==> config.mk <==
export PLATFORM = sky130hd
export DESIGN_NAME = muxed_local_bus_interface
export DESIGN_NICKNAME = d
export VERILOG_FILES = /design/src/pkg/lbus_pkg.sv /design/src/core/muxed_local_bus_interface.sv /design/src/core/ref_clk_div.sv
export SDC_FILE = /design/constraint.sdc
export NUM_CORES = 1
export LEC_CHECK = 0
export ABC_AREA = 1
export BUFFER_PORTS_ARGS = -buffer_cell sky130_fd_sc_hd__buf_2
export CAP_MARGIN = 25
export CORE_ASPECT_RATIO = 1.2
export CORE_MARGIN = 4
export CORE_UTILIZATION = 50
export CTS_BUF_LIST = sky130_fd_sc_hd__clkbuf_4
export CTS_CLUSTER_SIZE = 20
export DETAILED_ROUTE_END_ITERATION = 12
export PLACE_DENSITY_LB_ADDON = 0.05
export SYNTH_ARGS = -nofsm -noshare
export SYNTH_HDL_FRONTEND = slang
export SYNTH_SLANG_ARGS = --single-unit
==> constraint.sdc <==
create_clock -name clk -period 2.4 [get_ports clk]
set_clock_uncertainty 0.2 [all_clocks]
set_input_delay 0.36 -clock clk [delete_from_list [all_inputs] [get_ports clk]]
set_output_delay 0.36 -clock clk [all_outputs]
set_load 0.05 [all_outputs]
==> src/pkg/lbus_pkg.sv <==
// constants and types for the multiplexed local bus interface
package lbus_pkg;
    localparam int ADDR_W = 20;
    localparam int DATA_W = 16;
    localparam int UPPER_W = 4;
    localparam int UPPER_LSB = 16;
    localparam logic [UPPER_W-1:0] UPPER_IDLE = 4'h0;
    localparam logic [DATA_W-1:0] DATA_IDLE = 16'h0000;
    // default upper chip-select window, top 64 kbyte
    localparam logic [ADDR_W-1:0] UCS_START_RST = 20'hf0000;
    localparam logic [ADDR_W-1:0] UCS_STOP_RST = 20'hfffff;
    typedef enum logic [2:0] {
        ST_IDLE,
        ST_ADDR,
        ST_SETUP,
        ST_DATA,
        ST_HOLD
    } bus_state_t;
endpackage

==> src/core/muxed_local_bus_interface.sv <==
// multiplexed address/data local bus interface
`timescale 1ns/1ps
// Functional notes
// - address phase drives address bits 19..16 on upper lines
// - data phase holds upper address lines at zero
// - low sixteen lines carry address bits 15..0 in address phase
// - data phase carries 16-bit word; device drives on writes only
// - reference clock output is half the input clock frequency
// - reference clock toggles every falling input edge, 50% duty
// - data enable low only while data transfers on the bus
// - direction high for transmit, low for receive
// - write strobe low while write data valid on bus
// - upper chip select low for memory cycles inside its window
module muxed_local_bus_interface (
    input wire logic clk,
    input wire logic sys_rst,
    input wire logic req_valid,
    output logic req_ready,
    input wire logic req_write,
    input wire logic req_mem,
    input wire logic [lbus_pkg::ADDR_W-1:0] req_addr,
    input wire logic [lbus_pkg::DATA_W-1:0] req_wdata,
    input wire logic [lbus_pkg::ADDR_W-1:0] ucs_start,
    input wire logic [lbus_pkg::ADDR_W-1:0] ucs_stop,
    output logic rsp_valid,
    output logic [lbus_pkg::DATA_W-1:0] rsp_rdata,
    output logic ref_clk,
    output logic addr_latch,
    output logic [lbus_pkg::UPPER_W-1:0] upper_addr,
    input wire logic [lbus_pkg::DATA_W-1:0] muxed_bus_in,
    output logic [lbus_pkg::DATA_W-1:0] muxed_bus_out,
    output logic muxed_bus_oe,
    output logic data_enable_n,
    output logic transceiver_direction,
    output logic wr_strobe_n,
    output logic upper_cs_n
);
    // ---------------------------------------------------------------
    // registers and their next values
    // ---------------------------------------------------------------
    lbus_pkg::bus_state_t state_q, state_d;
    logic phase_en;
    logic write_q;
    logic [lbus_pkg::ADDR_W-1:0] addr_q;
    logic [lbus_pkg::DATA_W-1:0] wdata_q;
    logic ale_q;
    logic ale_d;
    logic [lbus_pkg::UPPER_W-1:0] upper_q;
    logic [lbus_pkg::UPPER_W-1:0] upper_d;
    logic [lbus_pkg::DATA_W-1:0] bus_out_q;
    logic [lbus_pkg::DATA_W-1:0] bus_out_d;
    logic bus_oe_q;
    logic bus_oe_d;
    logic den_n_q;
    logic den_n_d;
    logic dir_q;
    logic dir_d;
    logic wr_n_q;
    logic wr_n_d;
    logic ucs_n_q;
    logic ucs_n_d;
    logic rsp_valid_q;
    logic [lbus_pkg::DATA_W-1:0] rdata_q;

    // inclusive address window compare
    function automatic logic in_window(
        input logic [lbus_pkg::ADDR_W-1:0] a,
        input logic [lbus_pkg::ADDR_W-1:0] lo,
        input logic [lbus_pkg::ADDR_W-1:0] hi
    );
        in_window = (a >= lo) && (a <= hi);
    endfunction

    ref_clk_div u_div (
        .clk(clk),
        .sys_rst(sys_rst),
        .ref_clk(ref_clk),
        .phase_en(phase_en)
    );

    // ---------------------------------------------------------------
    // request acceptance and cycle sequencing
    // ---------------------------------------------------------------
    // a request is taken only from idle, on a reference edge
    wire take = phase_en && (state_q == lbus_pkg::ST_IDLE) && req_valid;
    wire ucs_hit = req_mem && in_window(req_addr, ucs_start, ucs_stop);
    assign req_ready = phase_en && (state_q == lbus_pkg::ST_IDLE);

    always_comb
    begin
        state_d = state_q;
        case (state_q)
            lbus_pkg::ST_IDLE:
                if (take)
                    state_d = lbus_pkg::ST_ADDR;
            lbus_pkg::ST_ADDR:
                state_d = lbus_pkg::ST_SETUP;
            lbus_pkg::ST_SETUP:
                state_d = lbus_pkg::ST_DATA;
            lbus_pkg::ST_DATA:
                state_d = lbus_pkg::ST_HOLD;
            lbus_pkg::ST_HOLD:
                state_d = lbus_pkg::ST_IDLE;
            default:
                state_d = lbus_pkg::ST_IDLE;
        endcase
    end

    always_ff @(posedge clk or posedge sys_rst)
    begin
        if (sys_rst)
            state_q <= lbus_pkg::ST_IDLE;
        else if (phase_en)
            state_q <= state_d;
    end

    always_ff @(posedge clk or posedge sys_rst)
    begin
        if (sys_rst)
        begin
            write_q <= 1'b0;
            addr_q <= '0;
            wdata_q <= lbus_pkg::DATA_IDLE;
        end
        else if (take)
        begin
            write_q <= req_write;
            addr_q <= req_addr;
            wdata_q <= req_wdata;
        end
    end

    // ---------------------------------------------------------------
    // next-state phase decode for the pin registers
    // ---------------------------------------------------------------
    wire in_addr = (state_d == lbus_pkg::ST_ADDR);
    wire in_setup = (state_d == lbus_pkg::ST_SETUP);
    wire in_data = (state_d == lbus_pkg::ST_DATA);
    wire in_hold = (state_d == lbus_pkg::ST_HOLD);
    wire cyc_write = take ? req_write : write_q;
    wire cyc_active = in_addr || in_setup || in_data || in_hold;
    wire [lbus_pkg::ADDR_W-1:0] cyc_addr = take ? req_addr : addr_q;

    // ---------------------------------------------------------------
    // next pin values
    // ---------------------------------------------------------------
    assign ale_d = in_addr;
    // upper lines carry address only while the latch strobe is high
    assign upper_d = in_addr ?
        cyc_addr[lbus_pkg::UPPER_LSB +: lbus_pkg::UPPER_W]
        : lbus_pkg::UPPER_IDLE;
    assign bus_out_d = in_addr ?
        cyc_addr[lbus_pkg::DATA_W-1:0]
        : wdata_q;
    // reads release the lines after the address phase
    assign bus_oe_d = in_addr || (cyc_active && write_q);
    // direction set with the address and held to the end of the cycle,
    // so the transceivers never turn while data enable is low
    assign dir_d = in_addr ? cyc_write
        : (cyc_active ? dir_q : 1'b0);
    assign den_n_d = !(in_setup || in_data);
    assign wr_n_d = !(in_data && write_q);
    assign ucs_n_d = in_addr ? !(take && ucs_hit)
        : (cyc_active ? ucs_n_q : 1'b1);

    always_ff @(posedge clk or posedge sys_rst)
    begin
        if (sys_rst)
        begin
            ale_q <= 1'b0;
            upper_q <= lbus_pkg::UPPER_IDLE;
            bus_out_q <= lbus_pkg::DATA_IDLE;
            bus_oe_q <= 1'b0;
            den_n_q <= 1'b1;
            dir_q <= 1'b0;
            wr_n_q <= 1'b1;
            ucs_n_q <= 1'b1;
        end
        else if (phase_en)
        begin
            ale_q <= ale_d;
            upper_q <= upper_d;
            bus_out_q <= bus_out_d;
            bus_oe_q <= bus_oe_d;
            den_n_q <= den_n_d;
            dir_q <= dir_d;
            wr_n_q <= wr_n_d;
            ucs_n_q <= ucs_n_d;
        end
    end

    // ---------------------------------------------------------------
    // read capture at the close of the data phase
    // ---------------------------------------------------------------
    // data enable is still low at this edge, so the target drives the bus
    wire read_done = phase_en && (state_q == lbus_pkg::ST_DATA) && !write_q;
    // one pulse per finished cycle, reads and writes alike
    wire cyc_done = phase_en && (state_q == lbus_pkg::ST_HOLD);

    always_ff @(posedge clk or posedge sys_rst)
    begin
        if (sys_rst)
        begin
            rdata_q <= lbus_pkg::DATA_IDLE;
            rsp_valid_q <= 1'b0;
        end
        else
        begin
            if (read_done)
                rdata_q <= muxed_bus_in;
            rsp_valid_q <= cyc_done;
        end
    end

    assign rsp_valid = rsp_valid_q;
    assign rsp_rdata = rdata_q;
    assign addr_latch = ale_q;
    assign upper_addr = upper_q;
    assign muxed_bus_out = bus_out_q;
    assign muxed_bus_oe = bus_oe_q;
    assign data_enable_n = den_n_q;
    assign transceiver_direction = dir_q;
    assign wr_strobe_n = wr_n_q;
    assign upper_cs_n = ucs_n_q;
endmodule // muxed_local_bus_interface

==> src/core/ref_clk_div.sv <==
// divide-by-two reference clock generator
`timescale 1ns/1ps
module ref_clk_div (
    input wire logic clk,
    input wire logic sys_rst,
    output logic ref_clk,
    output logic phase_en
);
    logic ref_clk_q;

    // ---------------------------------------------------------------
    // toggle on every falling clock edge, 50 percent duty
    // ---------------------------------------------------------------
    always_ff @(negedge clk or posedge sys_rst)
    begin
        if (sys_rst)
            ref_clk_q <= 1'b0;
        else
            ref_clk_q <= ~ref_clk_q;
    end

    assign ref_clk = ref_clk_q;
    // bus outputs advance once per reference period, on its rising half
    assign phase_en = ref_clk_q;
endmodule // ref_clk_div

==> results of run 1 <==
[registers in the layout (all words and copies together), names as in the netlist]
register               count
addr_latch                 1
data_enable_n              1
muxed_bus_oe               1
muxed_bus_out             16
rsp_rdata                 16
rsp_valid                  1
state_q                    3
transceiver_direction      1
u_div.phase_en             1
upper_addr                 4
upper_cs_n                 1
wdata_q                   16
wr_strobe_n                1
write_q                    1
[area by class of cell]
cell class                      count  area share (%)
Clock inverter                      6           0.872
Sequential cell                    64            28.0
Inverter                           71            4.97
Timing Repair Buffer              205            25.9
Clock buffer                       10            1.31
Multi-Input combinational cell    292            37.0
Tap cell                           90            1.96
[Yosys cell counts, drive strengths merged]
library cell	count	area, µm²
nand2	136	515
inv	71	267
dfrtp	60	1500
ha	40	500
nor2	30	130
a21oi	29	145
a21o	17	128
mux2	16	180
o21ai	10	50.1
buf	9	70.1
nand3	5	25.0
clkbuf	3	11.3
dfstp	3	78.8
o21bai	3	22.5
a22o	1	8.76
dfrtn	1	25.0
nand4	1	6.26
nor3	1	5.00
o31ai	1	7.51
or2	1	6.26
[stage by stage]
step / instances / area (µm²) / setup slack (ns)
5_1_grt: 738 / 5740 / -0.742
3_5_place_dp: 672 / 4570 / -0.472
4_1_cts: 731 / 5250 / -0.612
3_3_place_gp: 672 / 4570 / -0.449
6_report: 738 / 5740 / -0.672
2_1_floorplan: 438 / 3700 / -1.16
[tightest hold or removal path, cell delays in order]
cell        delay [ns]
buf_2             0.12
clkinvlp_4        0.07
buf_4             0.61
[what timing repair did]
item                                   4_1_cts  5_1_grt
endpoints found under the hold margin       34        3
gates cloned                                 4        1
pin swaps                                    3       22
setup endpoints to repair                   62       65
setup buffers                                5        8
hold buffers                                34        2
resized for setup                           27      119
[cells by family (layout without fill, tap and decap cells)]
logic type / after synthesis / after routing / synth area share, %
adder cells (fa/ha/maj): 40 / 40 / 13.6
buffers and inverters: 83 / 292 / 9.44
AND/OR/NAND/NOR: 174 / 175 / 18.7
flip-flops: 64 / 64 / 43.6
AO/OA/AOI/OAI: 61 / 61 / 9.82
multiplexers: 16 / 16 / 4.89
[per-layer routing]
layer | part of all wire, % | vias to the layer above | GRT usage (%)
li1 | - | 1796 | -
met1 | 40 | 1694 | 27.9
met2 | 53 | 127 | 41.5
met3 | 6.1 | 10 | 4.35
met4 | 1.2 | 0 | 5.40
met5 | 0 | - | 0
[worst paths after layout]
check / from / endpoint
worst max register to register: u_div.phase_en / muxed_bus_out[13]
max in group asynchronous: sys_rst / u_div.phase_en
worst min register to register: muxed_bus_out[12] / muxed_bus_out[12]
worst max-delay path: u_div.phase_en / req_ready
min in group clk: req_addr[19] / upper_addr[3]
worst min-delay path: sys_rst / write_q
[power breakdown]
group	switching [mW]	internal [mW]
sequential	0.294	1.57
clock	0.383	0.315
combinational	2.38	1.45
total	3.06	3.33
==> flow_summary_export.csv, run 1 <==
group,metric,value,unit
layout,area_delta_synth_final,55.8,%
min_path,holdCritPathClass,"in2async",
critical_path,cp.depth,5,
timing,setup_slack,-0.672,ns
layout,nets,780,
drt,routed_via_density,4.91,
critical_path,crit_required,1.84,ns
placement,io_buffers,141,
placement,dp_hpwl,6.94,mm
clock_tree,root_buffer,"clkbuf_4",
drt,drt_wl_total,10.7,mm
placement,gp_congestion,0.801,
critical_path,crit_fanout,2,
clock_tree,path_clk_slew,0.10,ns
clock_tree,cts_sinks,64,
power,p_total,6.39,mW
grt,grt_pass1_vias,3471,
drt,dr.pass1.iters,4,
drt,drt_iter0_markers,127,
power,ir_drop,1150,µV
drt,wl_per_cell,14.5,µm
clock_tree,clock_path_buffers,2,
critical_path,critPathCaptureType,"output pin",
clock_tree,cts_max_level,3,
logic_synthesis,syn_area_per_cell,8.41,µm²
flow_run,cap_violations,0,
clock_tree,cts_tree,"built",
layout,final_util,79.3,%
drt,drc,0,
timing,setup_viol,63,
outcome,run_status,"complete, but fails checks",
critical_path,worstPathArrival,2.51,ns
logic_synthesis,synthDistinctLibCells,28,
layout,final_common_cell,"buf_2",
layout,seq_area,0.00161,mm²
clock_tree,worstSkewPairLatency,0.41,ns
critical_path,cpMaxStageDelayCell,"dfrtn_1",
floorplanning,rows,34,
clock_tree,cts_made_buffers,9,
timing,rsz0062_at_grt,"yes",
critical_path,start_kind,"register",
critical_path,rrSetupSlack,-0.63,ns
timing,maxSlewViolCount,0,
logic_synthesis,syn-num-nets,575,
floorplanning,die_h,102,µm
grt,grt_overflow_total,0,
floorplanning,initial_core_util,50.9,%
grt,grt_max_degree,64,
timing,fin_setup_tns,-30.85,ns
grt,grt_pass1_wl,15.8,mm
critical_path,critPathTopFamily,"flip-flops",
logic_synthesis,syn_inst,438,
floorplanning,die_area,0.00881,mm²
layout,fill_cells,484,
logic_synthesis,ys_ff_latch,64,
power,power_density,1110,mW/mm²
drt,ant_nets,0,
grt,grt.total_usage,22.8,%
timing,finalHoldViolCount,0,
outcome,violations,"setup timing",
critical_path,crit_buf_inv,3,
timing,whs,0.0162,ns
power,p_leak,3.30,nW
layout,antenna_cells,0,
grt,antenna_found_initial,0,
layout,drive_gt1_share,44.6,%
critical_path,reg2reg_depth,12,
layout,multi_input_area,0.00212,mm²
critical_path,path_class,"reg2out",
logic_synthesis,mappedNetlistArea,0.00368,mm²
floorplanning,die_w,86.4,µm
layout,final_cell_mix,"buf_2, nand2_1, inv_1",
logic_synthesis,yosys_warnings,0,
drt,vias,3627,
timing,relSlewSlack,48.4,%
floorplanning,core_area,0.00723,mm²
timing,tightest_slew,0.774,ns
logic_synthesis,yosysSeqAreaShare,43.6,%
floorplanning,io_pins,142,
critical_path,slowest_delay,0.44,ns
critical_path,path_cells,"inv_2 -> nor2_4 -> inv_2 -> nor2_4 -> buf_8",
No activity file was read; power rests on OpenSTA's default activity.
==> run 2: changes to the inputs <==
- CORE_MARGIN: 4 -> 2
==> run 2 against run 1 <==
The flow still finishes with violations (setup timing). Critical path depth unchanged. Sequential power decreased by 3%. Global-route usage increased by 1.8 points. Critical endpoint unchanged.
==> flow_summary_export.csv, run 2 (synthesis gave the netlist of run 1 again) <==
group,metric,value,unit
power,p_leak,3.11,nW
drt,drc,0,
drt,dr.pass1.iters,4,
clock_tree,cts_tree,"built",
floorplanning,rows,34,
critical_path,critPathCaptureType,"output pin",
critical_path,reg2reg_depth,10,
timing,setup_slack,-0.615,ns
power,power_density,1100,mW/mm²
clock_tree,path_clk_slew,0.11,ns
clock_tree,cts_sinks,64,
clock_tree,cts_made_buffers,9,
layout,final_cell_mix,"buf_2, nand2_1, inv_1",
layout,area_delta_synth_final,43.4,%
drt,ant_nets,0,
placement,dp_hpwl,6.61,mm
min_path,holdCritPathClass,"in2async",
critical_path,crit_required,1.84,ns
layout,drive_gt1_share,33.6,%
floorplanning,die_h,98.0,µm
drt,drt_wl_total,9.47,mm
timing,tightest_slew,0.788,ns
layout,final_common_cell,"buf_2",
critical_path,crit_fanout,2,
layout,instances_no_fill,730,
layout,antenna_cells,0,
flow_run,cap_violations,0,
critical_path,cpMaxStageDelayCell,"dfrtn_1",
grt,grt_pass1_wl,15.4,mm
clock_tree,worstSkewPairLatency,0.40,ns
placement,gp_congestion,0.790,
floorplanning,core_area,0.00719,mm²
grt,grt_overflow_total,0,
drt,wl_per_cell,13.0,µm
floorplanning,io_pins,142,
floorplanning,die_area,0.00807,mm²
timing,maxSlewViolCount,0,
clock_tree,root_buffer,"clkbuf_4",
outcome,violations,"setup timing",
placement,io_buffers,141,
layout,nets,772,
placement,dp.cells,670,
floorplanning,die_w,82.4,µm
timing,rsz0062_at_grt,"yes",
grt,antenna_found_initial,0,
layout,fill_cells,582,
layout,seq_area,0.00161,mm²
timing,relSlewSlack,47.5,%
layout,multi_input_area,0.00181,mm²
timing,finalHoldViolCount,0,
grt,grt.total_usage,24.6,%
critical_path,start_kind,"register",
critical_path,path_cells,"inv_2 -> nor2_4 -> inv_2 -> nor2_4 -> buf_8",
timing,setup_viol,63,
outcome,run_status,"complete, but fails checks",
grt,grt_max_degree,64,
clock_tree,cts_max_level,3,
floorplanning,initial_core_util,51.2,%
clock_tree,clock_path_buffers,2,
drt,routed_via_density,4.76,
critical_path,slowest_delay,0.43,ns
critical_path,path_class,"reg2out",
grt,grt_pass1_vias,3525,
power,ir_drop,881,µV
critical_path,worstPathArrival,2.46,ns
drt,vias,3474,
drt,drt_iter0_markers,79,
placement,dp_slack,-0.492,ns
[run 2: critical path, delay by kind of cell, from the launching register on]
family        cells  cell delay, ns
buf+inv           3            0.25
simple gates      2            0.18
flops             1            0.43
[run 2: where the power goes]
group	internal, mW	total, mW	switching (mW)
Sequential	1.57	1.80	0.232
Combinational	1.18	3.32	2.14
Clock	0.315	0.687	0.372
[run 2: final cells by class]
| class | instances | area share, % |
|---|---|---|
| clock inverter | 6 | 0.948 |
| multi-input combinational | 292 | 34.3 |
| timing repair buffer | 197 | 25.6 |
| clock buffer | 10 | 1.42 |
| tap | 90 | 2.13 |
| sequential | 64 | 30.4 |
| inverter | 71 | 5.21 |
[run 2: through the flow]
step	total power, mW	util, %	hold slack, ns	instance area, µm²	TNS [ns]
finish	5.81	73.5	0.0118	5280	-28.65
detailed placement	4.71	63.3	0.260	4550	-21.24
global placement	4.62	63.3	0.257	4550	-19.17
global route	6.15	73.5	0.0220	5280	-34.39
floorplan	3.97	-	0.243	3700	-59.30
CTS	5.76	73.0	0.0155	5250	-29.13
[run 2: path summary, 6_finish.rpt]
kind                                       start               end  slack, ns
worst min register to register  muxed_bus_out[0]  muxed_bus_out[0]       0.28
min in group clk                    req_addr[19]     upper_addr[3]       0.02
worst max register to register    u_div.phase_en  muxed_bus_out[2]      -0.61
worst max-delay path              u_div.phase_en         req_ready      -0.62
max in group asynchronous                sys_rst    u_div.phase_en       1.17
worst min-delay path                     sys_rst      muxed_bus_oe       0.01
[run 2: layer usage]
metal  vias up  global-route usage [%]  share of wire, %
met5         -                       0                 0
met4         0                    7.82               1.3
met3        11                    4.53               5.5
met2        96                    44.4                52
met1      1596                    28.7                41
li1       1771                       -                 -
[run 2: timing repair]
| item | in CTS | in global routing |
|---|---|---|
| hold buffers | 35 | 0 |
| resized for setup | 24 | 10 |
| endpoints found under the setup margin | 62 | 65 |
| setup buffers | 5 | 0 |
| pin swaps | 3 | 2 |
| gates cloned | 4 | 0 |
| hold endpoints to repair | 36 | 0 |
==> run 3: changes to the inputs <==
- clock period: 2.4 -> 2.9 ns (I/O delays scaled with it)
==> run 3 against run 2 <==
Register-to-register slack better by 0.21 ns. The run still ends with setup timing left. Combinational power down 5%. Power down 4.8%. Cell count down 1.8%. First-iteration DRC count up 42%.
==> flow_summary_export.csv, run 3 (synthesis gave the netlist of run 1 again) <==
group,metric,value,unit
timing,setup_viol,64,
floorplanning,die_area,0.00807,mm²
power,p_leak,3.26,nW
clock_tree,path_clk_slew,0.12,ns
clock_tree,cts_sinks,64,
timing,relSlewSlack,47.3,%
drt,wl_per_cell,13.5,µm
critical_path,reg2reg_depth,12,
floorplanning,core_area,0.00719,mm²
clock_tree,clock_path_buffers,2,
drt,topRoutingLayerUsed,"met4",
placement,io_buffers,141,
drt,dr.pass1.iters,4,
grt,grt_overflow_total,0,
grt,grt_pass1_wl,14.9,mm
layout,nets,759,
critical_path,worstPathArrival,2.74,ns
power,power_density,996,mW/mm²
drt,m1WireLength,3.88,mm
layout,antenna_cells,0,
grt,grt_max_degree,64,
min_path,holdPathStages,3,
floorplanning,io_pins,142,
drt,met2RoutedLength,5.05,mm
placement,dp_hpwl,6.59,mm
grt,antenna_found_initial,0,
drt,ant_nets,0,
timing,tightest_slew,0.790,ns
floorplanning,initial_core_util,51.2,%
timing,finalHoldViolCount,0,
critical_path,crit_fanout,2,
critical_path,path_class,"reg2out",
layout,final_common_cell,"buf_2",
timing,rsz0062_at_grt,"yes",
critical_path,crit_required,2.27,ns
drt,drt_wl_total,9.65,mm
power,p_total,5.52,mW
grt,grt_pass1_vias,3472,
timing,fin_setup_tns,-19.40,ns
layout,final_cell_mix,"buf_2, nand2_1, inv_1",
layout,fill_cells,539,
clock_tree,worstSkewPairLatency,0.40,ns
min_path,holdCritPathClass,"in2reg",
clock_tree,cts_made_buffers,9,
layout,area_delta_synth_final,50.5,%
critical_path,start_kind,"register",
clock_tree,root_buffer,"clkbuf_4",
drt,vias,3531,
drt,met3_length,559,µm
timing,setup_slack,-0.473,ns
outcome,violations,"setup timing",
drt,drt_iter0_markers,112,
timing,maxSlewViolCount,0,
placement,gp_congestion,0.787,
clock_tree,cts_tree,"built",
layout,drive_gt1_share,46.1,%
critical_path,critPathCaptureType,"output pin",
drt,drc,0,
floorplanning,die_h,98.0,µm
drt,routed_via_density,4.92,
clock_tree,cts_max_level,3,
floorplanning,rows,34,
flow_run,cap_violations,0,
grt,grt.total_usage,23.6,%
outcome,run_status,"complete, but fails checks",
power,ir_drop,765,µV
floorplanning,die_w,82.4,µm
==> run 3: worst paths after layout <==
check / from / end / slack (ns)
worst max-delay path: u_div.phase_en / req_ready / -0.47
worst min-delay path: req_wdata[9] / wdata_q[9] / 0.03
worst max register to register: u_div.phase_en / muxed_bus_out[15] / -0.40
worst min register to register: muxed_bus_out[3] / muxed_bus_out[3] / 0.29
max in group asynchronous: sys_rst / u_div.phase_en / 1.34
min in group asynchronous: sys_rst / transceiver_direction / 0.08
==> run 3: layout make-up <==
type	count	area, µm²	area share [%]
multi-input combinational	292	2090	37.6
inverter	71	285	5.14
clock inverter	7	143	2.57
timing repair buffer	184	1250	22.5
sequential	64	1610	28.9
tap	90	113	2.03
clock buffer	9	67.6	1.22
==> run 3: worst max-delay path: stages, from the launching register on <==
cell	delay (ns)
dfrtn_1	0.44
inv_2	0.06
nor2_4	0.09
inv_2	0.06
nor2_4	0.09
buf_6	0.16
==> run 3: power by group <==
part	switching [mW]	internal (mW)
sequential	0.226	1.30
combinational	1.94	1.19
clock	0.340	0.526
==> run 3: per-stage QoR <==
| step | hold WS (ns) | instances | setup slack (ns) | util, % | area [µm²] |
|---|---|---|---|---|---|
| after floorplan | 0.243 | 438 | -0.907 | - | 3700 |
| after detailed placement | 0.261 | 670 | -0.227 | 63.3 | 4550 |
| after global placement | 0.257 | 670 | -0.194 | 63.3 | 4550 |
| after global routing | 0.0155 | 717 | -0.536 | 77.1 | 5550 |
| after CTS | 0.00175 | 707 | -0.469 | 72.1 | 5180 |
| final | 0.0279 | 717 | -0.473 | 77.1 | 5550 |
==> run 3: repair_timing <==
action	CTS	global route
endpoints found under the setup margin	47	64
pin swaps	5	23
endpoints found under the hold margin	4	1
hold buffers	4	1
gates resized for setup	45	87
gates cloned	6	1
setup buffers	12	13
==> run 3: per-layer routing <==
layer | vias to the layer above | GRT usage, %
met4 | 0 | 8.08
met3 | 15 | 4.07
met5 | - | 0
met2 | 104 | 42.2
met1 | 1666 | 27.8
li1 | 1746 | -
